File: src/rtl/mgmt_pkg.sv
// Shared constants and carrier types for the management frame master
package mgmt_pkg;

  // Frame field widths and patterns
  localparam int          PREAMBLE_BITS = 32;
  localparam logic [1:0]  START_PAT     = 2'h1;
  localparam logic [1:0]  OP_READ       = 2'h2;
  localparam logic [1:0]  OP_WRITE      = 2'h1;
  localparam logic [1:0]  TA_DRIVE      = 2'h2; // Write turnaround bits
  localparam int          ADDR_W        = 5;
  localparam int          DATA_W        = 16;
  // Header bits after preamble: st(2) op(2) phy(5) reg(5) ta(2)
  localparam int          HDR_BITS      = 16;
  localparam logic [5:0]  FRAME_BITS    = 6'h20;
  localparam logic [5:0]  TA_FIRST_BIT  = 6'h0e;
  localparam logic [5:0]  DATA_FIRST    = 6'h10;
  localparam logic [5:0]  BIT_ZERO      = 6'h00;
  localparam logic [5:0]  BIT_ONE       = 6'h01;

  // Management clock: 25 MHz system clock divided to 2.5 MHz
  localparam int          SYS_CLK_HZ    = 25000000;
  localparam int          MDC_HZ        = 2500000;
  localparam logic [3:0]  HALF_CYC      = 4'(SYS_CLK_HZ / MDC_HZ / 2);
  localparam logic [3:0]  CNT_ZERO      = 4'h0;
  localparam logic [3:0]  CNT_ONE       = 4'h1;

  // Request carried from the user side
  typedef struct packed {
    logic                 write;
    logic                 preamble;
    logic [ADDR_W-1:0]    phy_addr;
    logic [ADDR_W-1:0]    reg_addr;
    logic [DATA_W-1:0]    wdata;
  } mgmt_req_t;

  // Frame controller states
  typedef enum logic [3:0] {
    ST_IDLE = 4'h1,
    ST_PRE  = 4'h2,
    ST_HDR  = 4'h4,
    ST_DATA = 4'h8
  } mgmt_state_t;

endpackage

File: src/rtl/mgmt_clk_div.sv
// Management clock divider producing rise and fall enables
`timescale 1ns/1ns
module mgmt_clk_div
  import mgmt_pkg::*;
(
  // Clock and reset
  input  wire logic sys_clk,
  input  wire logic rst,
  // Control
  input  wire logic run,
  // Outputs
  output logic      mdc,
  output logic      rise_en,
  output logic      fall_en
);

  logic [3:0] cnt_r;
  logic       mdc_r;

  // Half period counter, parked low while not running
  always_ff @(posedge sys_clk or posedge rst) begin
    if (rst) begin
      cnt_r <= CNT_ZERO;
      mdc_r <= 1'b0;
    end else if (!run) begin
      cnt_r <= CNT_ZERO;
      mdc_r <= 1'b0;
    end else if (cnt_r == HALF_CYC - CNT_ONE) begin
      cnt_r <= CNT_ZERO;
      mdc_r <= ~mdc_r;
    end else begin
      cnt_r <= cnt_r + CNT_ONE;
    end
  end

  // Edge enables fire in the cycle the clock toggles
  assign rise_en = run && (cnt_r == HALF_CYC - CNT_ONE) && !mdc_r;
  assign fall_en = run && (cnt_r == HALF_CYC - CNT_ONE) && mdc_r;
  assign mdc     = mdc_r;

endmodule

File: src/rtl/phy_mgmt_master.sv
// Management frame master driving the transceiver management interface
//
// Contract
// RQ1: A frame is preamble, start, op, PHY addr, reg addr, TA, data, idle.
// RQ2: An optional preamble is 32 unbroken one bits on the data line.
// RQ3: Every frame starts with the pattern 01 after the preamble.
// RQ4: The opcode is 10 for a read and 01 for a write.
// RQ5: A five-bit PHY address selects one of 32 transceivers.
// RQ6: The PHY address goes out most significant bit first.
// RQ7: A five-bit register address goes out most significant bit first.
// RQ8: A two-bit turnaround after the register address avoids a clash.
// RQ9: The data field is 16 bits, bit 15 first, in both directions.
// RQ10: Outside a frame nobody drives the data line.
// RQ11: A read releases the line from turnaround and samples 16 bits.
`timescale 1ns/1ns
module phy_mgmt_master
  import mgmt_pkg::*;
(
  // Clock and reset
  input  wire logic              sys_clk,
  input  wire logic              rst,
  // User request
  input  wire logic              req_valid,
  input  wire mgmt_req_t         req,
  output logic                   req_ready,
  // User answer
  output logic                   done,
  output logic [DATA_W-1:0]      rdata,
  // Management pins
  output logic                   mgmt_clock_out,
  input  wire logic              mgmt_data_line_i,
  output logic                   mgmt_data_line_o,
  output logic                   mgmt_data_line_oe
);

  mgmt_state_t          state_r;
  mgmt_req_t            req_r;
  logic [5:0]           bit_r;
  logic [HDR_BITS-1:0]  hdr_r;
  logic [DATA_W-1:0]    shift_r;
  logic [DATA_W-1:0]    rdata_r;
  logic                 done_r;
  logic                 oe_r;
  logic                 dout_r;
  logic                 din_s1_r;
  logic                 din_s2_r;
  logic                 run;
  logic                 rise_en;
  logic                 fall_en;

  // Clock divider runs only during a frame
  assign run = (state_r != ST_IDLE);

  mgmt_clk_div u_div (
    .sys_clk (sys_clk),
    .rst     (rst),
    .run     (run),
    .mdc     (mgmt_clock_out),
    .rise_en (rise_en),
    .fall_en (fall_en)
  );

  // Two-stage synchroniser on the returned data
  always_ff @(posedge sys_clk or posedge rst) begin
    if (rst) begin
      din_s1_r <= 1'b0;
      din_s2_r <= 1'b0;
    end else begin
      din_s1_r <= mgmt_data_line_i;
      din_s2_r <= din_s1_r;
    end
  end

  // Ready for a new request only while idle
  assign req_ready = (state_r == ST_IDLE);

  // Frame sequencer; bits change on falling management clock edges
  always_ff @(posedge sys_clk or posedge rst) begin
    if (rst) begin
      state_r <= ST_IDLE;
      req_r   <= '0;
      bit_r   <= BIT_ZERO;
      hdr_r   <= '0;
      shift_r <= '0;
      oe_r    <= 1'b0;
      dout_r  <= 1'b0;
    end else begin
      case (state_r)
        ST_IDLE: begin
          oe_r   <= 1'b0; // RQ10
          dout_r <= 1'b0;
          if (req_valid) begin
            req_r   <= req;
            // RQ3 RQ4 RQ5 RQ6 RQ7 RQ8: header packed MSB first
            hdr_r   <= {START_PAT, req.write ? OP_WRITE : OP_READ,
                        req.phy_addr, req.reg_addr, TA_DRIVE};
            shift_r <= req.wdata;
            bit_r   <= BIT_ZERO;
            oe_r    <= 1'b1;
            if (req.preamble) begin
              state_r <= ST_PRE; // RQ1
              dout_r  <= 1'b1;   // RQ2
            end else begin
              state_r <= ST_HDR; // RQ1
              dout_r  <= START_PAT[1];
            end
          end
        end
        ST_PRE: begin
          if (fall_en) begin
            if (bit_r == FRAME_BITS - BIT_ONE) begin
              state_r <= ST_HDR; // RQ1
              bit_r   <= BIT_ZERO;
              dout_r  <= hdr_r[HDR_BITS-1];
            end else begin
              bit_r  <= bit_r + BIT_ONE;
              dout_r <= 1'b1; // RQ2
            end
          end
        end
        ST_HDR: begin
          if (fall_en) begin
            hdr_r <= {hdr_r[HDR_BITS-2:0], 1'b0};
            bit_r <= bit_r + BIT_ONE;
            if (bit_r + BIT_ONE == TA_FIRST_BIT && !req_r.write) begin
              oe_r <= 1'b0; // RQ8 RQ11
            end
            if (bit_r + BIT_ONE == DATA_FIRST) begin
              state_r <= ST_DATA; // RQ1
              bit_r   <= BIT_ZERO;
              dout_r  <= shift_r[DATA_W-1]; // RQ9
            end else begin
              dout_r <= hdr_r[HDR_BITS-2];
            end
          end
        end
        ST_DATA: begin
          if (rise_en && !req_r.write) begin
            shift_r <= {shift_r[DATA_W-2:0], din_s2_r}; // RQ9 RQ11
          end
          if (fall_en) begin
            if (req_r.write) begin
              shift_r <= {shift_r[DATA_W-2:0], 1'b0};
              dout_r  <= shift_r[DATA_W-2]; // RQ9
            end
            if (bit_r == DATA_FIRST - BIT_ONE) begin
              state_r <= ST_IDLE; // RQ1
              oe_r    <= 1'b0;    // RQ10
              dout_r  <= 1'b0;
            end else begin
              bit_r <= bit_r + BIT_ONE;
            end
          end
        end
        default: begin
          state_r <= ST_IDLE;
          oe_r    <= 1'b0;
        end
      endcase
    end
  end

  // Answer strobe and captured read data
  always_ff @(posedge sys_clk or posedge rst) begin
    if (rst) begin
      done_r  <= 1'b0;
      rdata_r <= '0;
    end else begin
      done_r <= 1'b0;
      if (state_r == ST_DATA && fall_en && bit_r == DATA_FIRST - BIT_ONE) begin
        done_r <= 1'b1;
        if (!req_r.write) begin
          rdata_r <= shift_r; // RQ11
        end
      end
    end
  end

  // Outputs straight from their flops
  assign done              = done_r;
  assign rdata             = rdata_r;
  assign mgmt_data_line_o  = dout_r;
  assign mgmt_data_line_oe = oe_r;

  // Line is released whenever no frame runs
  a_idle_release: assert property (@(posedge sys_clk) disable iff (rst) // RQ10
    (state_r == ST_IDLE && !req_valid) |=> !mgmt_data_line_oe)
    else $error("Data line driven while idle");

  // Preamble holds the line high
  a_preamble_ones: assert property (@(posedge sys_clk) disable iff (rst) // RQ2
    (state_r == ST_PRE) |-> (mgmt_data_line_oe && mgmt_data_line_o))
    else $error("Preamble bit not one");

  // Read releases line in data field
  a_read_release: assert property (@(posedge sys_clk) disable iff (rst) // RQ11
    (state_r == ST_DATA && !req_r.write) |-> !mgmt_data_line_oe)
    else $error("Line driven during read data");

  // Write keeps driving through data field
  a_write_drive: assert property (@(posedge sys_clk) disable iff (rst) // RQ9
    (state_r == ST_DATA && req_r.write) |-> mgmt_data_line_oe)
    else $error("Line released during write data");

  // Header begins with a zero start bit
  a_start_bit: assert property (@(posedge sys_clk) disable iff (rst) // RQ3
    ($rose(state_r == ST_HDR)) |-> !mgmt_data_line_o)
    else $error("Start pattern first bit wrong");

  // Preamble lasts 32 bits
  a_pre_length: assert property (@(posedge sys_clk) disable iff (rst) // RQ2
    (state_r == ST_PRE && fall_en) |-> (bit_r < FRAME_BITS))
    else $error("Preamble count overran");

  // Frame finishes with a one-cycle done pulse raised as the state returns to idle
  a_done_idle: assert property (@(posedge sys_clk) disable iff (rst) // RQ1
    done |-> (state_r == ST_IDLE) ##1 !done)
    else $error("Done without return to idle");

  // Clock parked low when idle
  a_clk_parked: assert property (@(posedge sys_clk) disable iff (rst) // RQ10
    (state_r == ST_IDLE) |=> (state_r != ST_IDLE) || !mgmt_clock_out)
    else $error("Management clock runs while idle");

endmodule

File: config.mk
export PLATFORM = sky130hd
export DESIGN_NAME = phy_mgmt_master
export DESIGN_NICKNAME = d
export VERILOG_FILES = /design/src/rtl/mgmt_pkg.sv /design/src/rtl/mgmt_clk_div.sv /design/src/rtl/phy_mgmt_master.sv
export SDC_FILE = /design/constraint.sdc
export NUM_CORES = 1
export LEC_CHECK = 0
export BUFFER_PORTS_ARGS = -buffer_cell sky130_fd_sc_hd__buf_2
export CORE_MARGIN = 2
export CORE_UTILIZATION = 50
export DETAILED_ROUTE_END_ITERATION = 10
export GPL_ROUTABILITY_DRIVEN = 0
export HOLD_SLACK_MARGIN = 0.12
export PLACE_DENSITY_LB_ADDON = 0.05
export SYNTH_ARGS = -nofsm -noshare
export SYNTH_HDL_FRONTEND = slang
export SYNTH_HIERARCHICAL = 1
export SYNTH_SLANG_ARGS = --single-unit
File: constraint.sdc
create_clock -name sys_clk -period 3 [get_ports sys_clk]
set_input_delay 0.3 -clock sys_clk [delete_from_list [all_inputs] [get_ports sys_clk]]
set_output_delay 0.3 -clock sys_clk [all_outputs]
set_load 0.01 [all_outputs]
==> results.md, run 1 <==
- Wirelength per Cell: 15.5 um
- Post-Place Cells: 446
- I/O pins: between 50 and 60
- First-pass GRT wire length: 12,200 um
- Total power: 3.38 mW
- CP max FO: 11
- CP Data Arrival Time: about 3.0 ns
- Post-CTS Setup Inserts: 0
- Final HPWL DP: 4940 um
- Clk_lat worst skew: 0.34 ns
- EDFF count, synth: 0
- Antenna cells: 0
- Setup crit end kind: register
- Setup ws final: 0.261 ns
- Synth warn: 6
- Primary FF master, synth: dfrtp_1
- Post-synth top area cell: dfrtp_1
- Power per cell area: 864 nW/um2
- Startpoint types: register
- Share of the synthesized area in the top cell type: 0.502
- Fin cells: 463
- Clk sinks: 68
- GRT overflow: 0
- Iter 0 DRT Violations: approximately 100
- Critical path class: register to register
- Top achievable clock speed: 365 MHz
- Hold Startpoint: req[27]
- Fin. Hold Viols: 0
- P&R area growth vs syn: 17.0%
- Rows: 29
- Tmin final: 2.74 ns
- H-tree depth: 3
- Worst-Margin Slew: 0.832 ns
- Fin nets: 418
- IO Port Bufs: 52
- Pin count of the biggest net entering global routing: 40
- Vias in the first global route: between 2,000 and 3,000
- Slowest CP cell: or4b_1
- Slew headroom: 0.444
- Initial antenna violation count: 0
- DIE AREA: 7350 um2
- GRT Util Overall: 0.213
- Dpl ws: 0.256 ns
- Starting density of the core: 0.520
- Number of max-cap violations: 0
- # DRC: 0
- Worst path max stage delay: roughly 0.52 ns
- Outcome: finished, final reports clean
- Post_cts resized: 0
- Worst hold path type: input port to register
- Syn Std Cell Area: 3340 um2
- Die Wd: 85.7 um
- Routed Antenna Nets: 0
- Cell Chain, Critical Path: inv_1 > ha_1 > and3b_2 > and3_1 > nand3b_1 > a211o_1 > a21o_1 > or4b_1 > o21ai_1
- Clock slew at reported path FFs: 0.07 ns
- Synth unique cells: 51
- Lkg Pwr: 1.90 nW
- Fin Clk Skew: 0.00672 ns
- Die H: about 86 um
- Asr flop ratio synth: 1.00
- Final TNS setup: 0 ns
- Max Slew Vio Count: 0
- Final setup fails: 0
- Peak VDD IR: 0.000348 V
- Syn Nets: 359
- Post-synth top cells: dfrtp_1, nand2_1, inv_1, o21ai_0, a21oi_1
- Clock root cell: clkbuf_8
- Layout cell share with drive strength beyond 1: 0.262
- Unrepaired setup endpoints after global routing: false
- Worst Setup SP: u_div/cnt_r[0]$_DFF_PP0_
- Syn avg cell area: 10.3 um2
- Hold_buf cts: 2
- Cells after Synth: around 320
- Final period util: 0.913
- TritonRoute pass-1 iters: 6
- CTS tree: done
- Sequential share of the synthesized area: 0.510
- Routed via count: 2,623
- Critical Path RT: 3.27 ns
- Synth area leaders: dfrtp_1, mux2i_1, o21ai_0
- Most frequent cell after synthesis: dfrtp_1
- FF+latch count, synth: 68
- Total core area: 6420 um2
- Final wirelength: just over 7000 um
- Max Root-Sink Buffers: 2
- Vias per cell: 5.67
- Worst R2R Start: u_div/cnt_r[0]$_DFF_PP0_
- TritonCTS buffer count: 9
-- cell families (layout without fill, tap and decap cells) --
logic type | count (synthesis) | after routing | share of synthesized area
buffers and inverters | 42 | 105 | 0.0584
and+or+nand+nor | 90 | 90 | 0.157
AOI/OAI and AO/OA | 87 | 87 | 0.156
muxes | 32 | 32 | 0.103
DFF | 68 | 68 | 0.510
adders and majority gates | 4 | 4 | 0.0150
-- cells in the final DEF, fill, tap and decap left out, types with 4 or more instances in the layout --
cell type,netlist,layout
o21ai_0,24,24
a31oi_1,4,4
nor2_1,14,14
ha_1,4,4
mux2i_1,13,13
nor4b_2,3,4
nor3_1,4,4
mux2_1,10,10
o22ai_1,16,16
dfrtp_1,67,67
a21oi_1,23,23
clkbuf_8,0,9
nand3_1,10,10
mux2_2,9,9
nand2b_1,8,8
buf_2,6,52
inv_1,24,23
buf_4,2,11
nand2_1,26,26
nand3b_1,5,5
-- power breakdown --
part           switching, mW  total [mW]  leakage, nW  internal, mW
Combinational          0.665        1.20        0.953         0.539
Clock                  0.363       0.744       0.0955         0.381
Sequential             0.233        1.43        0.855          1.20
-- routing by layer --
layer / GRT usage / vias to the layer above / routed length (um)
met3: 0.0645 / 10 / 430
met2: 0.331 / 83 / 3410
li1: - / 1268 / -
met1: 0.281 / 1262 / 3290
met5: 0 / - / 0
met4: 0.0880 / 0 / 70
-- critical path: cells and delay by family (launching register included) --
family          cells  cell delay, ns
simple gates        4            1.30
flops               1            0.42
buf+inv             1            0.07
compound gates      3            0.70
fa+ha+maj           1            0.18
-- through the flow --
stage	instance area (um2)	hold WS [ns]	utilization
floorplan	3340	0.0785	-
global placement	3700	0.224	0.576
detailed placement	3700	0.231	0.576
CTS	3910	0.163	0.609
global route	3910	0.176	0.609
finish	3910	0.175	0.609
-- flip-flops by register name, summed over array words and instances, names as in the netlist --
register / flops
bit_r: 6
din_s1_r: 1
din_s2_r: 1
done: 1
hdr_r: 15
mgmt_data_line_o: 1
mgmt_data_line_oe: 1
rdata: 16
req_r: 1
shift_r: 16
state_r: 4
u_div/cnt_r: 4
u_div/mdc: 1
-- final cells by class --
cell class	instances	area (um2)
tap	77	96.3
clock buffer	9	124
clock inverter	6	65.1
multi-input combinational	213	1450
sequential	68	1700
fill	571	2510
timing repair buffer	66	383
inverter	24	90.1
-- path summary, 6_finish.rpt --
path                                             to  slack (ns)  cells past startpoint
min reg2reg                      din_s2_r$_DFF_PP0_        0.38                      0
max                            bit_r[3]$_DFFE_PP0P_        0.26                      9
max in group asynchronous      rdata[6]$_DFFE_PP0P_        1.57                      4
min in group asynchronous  u_div/cnt_r[2]$_DFF_PP0_        0.43                      3
min                           req_r[27]$_DFFE_PP0P_        0.18                      3
max reg2reg                    bit_r[3]$_DFFE_PP0P_        0.26                      9
No activity file was read; power rests on OpenSTA's default activity.
==> run 2, diff against run 1 <==
--- a/config.mk
+++ b/config.mk
@@ -6,8 +6,11 @@
 export NUM_CORES = 1
 export LEC_CHECK = 0
 export BUFFER_PORTS_ARGS = -buffer_cell sky130_fd_sc_hd__buf_2
+export CELL_PAD_IN_SITES_DETAIL_PLACEMENT = 1
+export CELL_PAD_IN_SITES_GLOBAL_PLACEMENT = 2
 export CORE_MARGIN = 2
-export CORE_UTILIZATION = 50
+export CORE_UTILIZATION = 37
+export CTS_BUF_LIST = sky130_fd_sc_hd__clkbuf_8
 export DETAILED_ROUTE_END_ITERATION = 10
 export GPL_ROUTABILITY_DRIVEN = 0
 export HOLD_SLACK_MARGIN = 0.12
==> run 2 against run 1 <==
Effect of this change:
- power grew 4.4%
- clock power is 15% higher
- global-route usage is 3.1 points lower
- register-to-register slack improved by 0.05 ns
- sequential power about the same
- die area is 33% higher
- largest power group unchanged
- highest routed layer unchanged
- clock-buffer cell count grew 1
- critical endpoint unchanged
- sequential share of layout area down 0.98 points
==> results.md, run 2 (synthesized netlist as in run 1, its figures left out) <==
- Clock slew at reported path FFs: 0.08 ns (about the same)
- Routed via count: 2,626 (+0.11%)
- CP max FO: 10 (-1)
- Final TNS setup: 0 ns (unchanged)
- Initial antenna violation count: 0 (unchanged)
- # DRC: 0 (unchanged)
- Wirelength per Cell: 16.7 um (+7.5%)
- Fin Clk Skew: 0.0112 ns (+0.00448 ns)
- Clk sinks: 68 (unchanged)
- Total core area: 8720 um2 (+36%)
- Post_cts resized: 0 (unchanged)
- Worst hold path type: input port to register
- Pin count of the biggest net entering global routing: 24 (-40%)
- Unrepaired setup endpoints after global routing: false
- Outcome: finished, final reports clean
- Fin. Hold Viols: 0 (unchanged)
- Top achievable clock speed: 373 MHz (+2.0%)
- Most common cell after layout, fill and taps aside: dfrtp_1
- Fin nets: 420 (+0.48%)
- Starting density of the core: 0.383 (-0.137)
- Critical path class: register to register
- Power per cell area: 882 nW/um2 (+2.0%)
- Critical Path RT: 3.27 ns (about the same)
- Slew headroom: 0.536 (+0.0920)
- Die H: 99 um (+15%)
- P&R area growth vs syn: 19.7%
- Max Slew Vio Count: 0 (unchanged)
- Clock root cell: clkbuf_8
- Cell Chain, Critical Path: inv_1 > ha_1 > and3b_2 > and3_1 > nand3b_1 > a211o_1 > a21o_1 > or4b_1 > o21ai_1
- Hold Startpoint: req[27]
- CTS tree: done
- Vias in the first global route: 2,787 (+6.0%)
- Setup crit end kind: register
- Final HPWL DP: 5890 um (+19%)
- IO Port Bufs: 52 (unchanged)
- TritonRoute pass-1 iters: 6 (unchanged)
- Final period util: 0.895 (-0.0183)
- Antenna cells: 0 (unchanged)
- Most frequent cells in the layout: dfrtp_1, buf_2, nand2_1
- TritonCTS buffer count: 9 (unchanged)
- Die Wd: 99 um (+15%)
- Slowest CP cell: or4b_1
- Final wirelength: 8310 um (+15%)
- Iter 0 DRT Violations: 75 (-26%)
- Worst Setup SP: u_div/cnt_r[0]$_DFF_PP0_
- Final setup fails: 0 (unchanged)
- Lkg Pwr: 1.93 nW (+1.7%)
- Post-CTS Setup Inserts: 0 (unchanged)
- Number of fill cells: 1,007 (+76%)
- Layout cell share with drive strength beyond 1: 0.267 (+0.00569)
- I/O pins: 53 (unchanged)
- WHS: 0.201 ns (+0.0265 ns)
- H-tree depth: 3 (unchanged)
- Tmin final: 2.68 ns (-0.0549 ns)
- Routed Antenna Nets: 0 (unchanged)
- Clk_lat worst skew: 0.34 ns (about the same)
- First-pass GRT wire length: 14,100 um (+16%)
- Worst-Margin Slew: 0.696 ns (-0.137 ns)
- Worst path max stage delay: 0.53 ns (about the same)
- DIE AREA: 9800 um2 (+33%)
- Startpoint types: register
- Worst R2R Start: u_div/cnt_r[0]$_DFF_PP0_
- GRT Util Overall: 0.183 (-0.0306)
- Number of max-cap violations: 0 (unchanged)
- Rows: 34 (+17%)
- Hold_buf cts: 2 (unchanged)
- CP Data Arrival Time: 2.95 ns (-0.06 ns)
- GRT overflow: 0 (unchanged)
- Max Root-Sink Buffers: 2 (unchanged)
- Vias per cell: 5.28 (-6.7%)
- Peak VDD IR: 0.000341 V (-2.0%)
## run 2: power breakdown
group          total [mW]  switching [mW]  internal (mW)  leakage (nW)
clock               0.858           0.367          0.491         0.116
sequential           1.45           0.255           1.20         0.855
combinational        1.22           0.674          0.543         0.963
## run 2: layer usage
metal | routed length (um) | vias to the layer above | track usage
met4 | 47 | 0 | 0.0537
met2 | 3970 | 37 | 0.293
met3 | 227 | 5 | 0.0418
li1 | - | 1271 | -
met5 | 0 | - | 0
met1 | 4060 | 1313 | 0.249
## run 2: per-stage QoR
| stage | worst slack [ns] | util | instance area (um2) | std cells | power, mW |
|---|---|---|---|---|---|
| 6_report | 0.316 | 0.459 | 4000 | 497 | 3.53 |
| 5_1_grt | 0.114 | 0.459 | 4000 | 497 | 3.83 |
| 4_1_cts | 0.304 | 0.459 | 4000 | 497 | 3.57 |
| 3_5_place_dp | 0.321 | 0.430 | 3750 | 479 | 2.70 |
| 3_3_place_gp | 0.424 | 0.430 | 3750 | 479 | 2.67 |
| 2_1_floorplan | 0.0776 | - | 3340 | 323 | 2.30 |
## run 2: path summary, 6_finish.rpt
check	slack, ns	cells after the start	endpoint
worst max register to register	0.32	9	bit_r[3]$_DFFE_PP0P_
min in group asynchronous	0.43	3	u_div/cnt_r[2]$_DFF_PP0_
worst max-delay path	0.32	9	bit_r[3]$_DFFE_PP0P_
worst min register to register	0.37	0	din_s2_r$_DFF_PP0_
worst min-delay path	0.20	3	req_r[27]$_DFFE_PP0P_
max in group asynchronous	1.73	4	rdata[0]$_DFFE_PP0P_
## run 2: critical path, delay by kind of cell, from the launching register on
kind | cells | cell delay [ns]
buffers and inverters | 1 | 0.08
and+or+nand+nor | 4 | 1.21
DFF | 1 | 0.42
adders and majority gates | 1 | 0.19
AOI/OAI and AO/OA | 3 | 0.71
## run 2: cell type report
class                           count  area, um2  share of cell area
Sequential cell                    68       1700               0.426
Clock inverter                      6       87.6              0.0219
Tap cell                          108        135              0.0338
Timing Repair Buffer               68        398              0.0995
Inverter                           24       90.1              0.0225
Clock buffer                       10        138              0.0344
Multi-Input combinational cell    213       1450               0.362
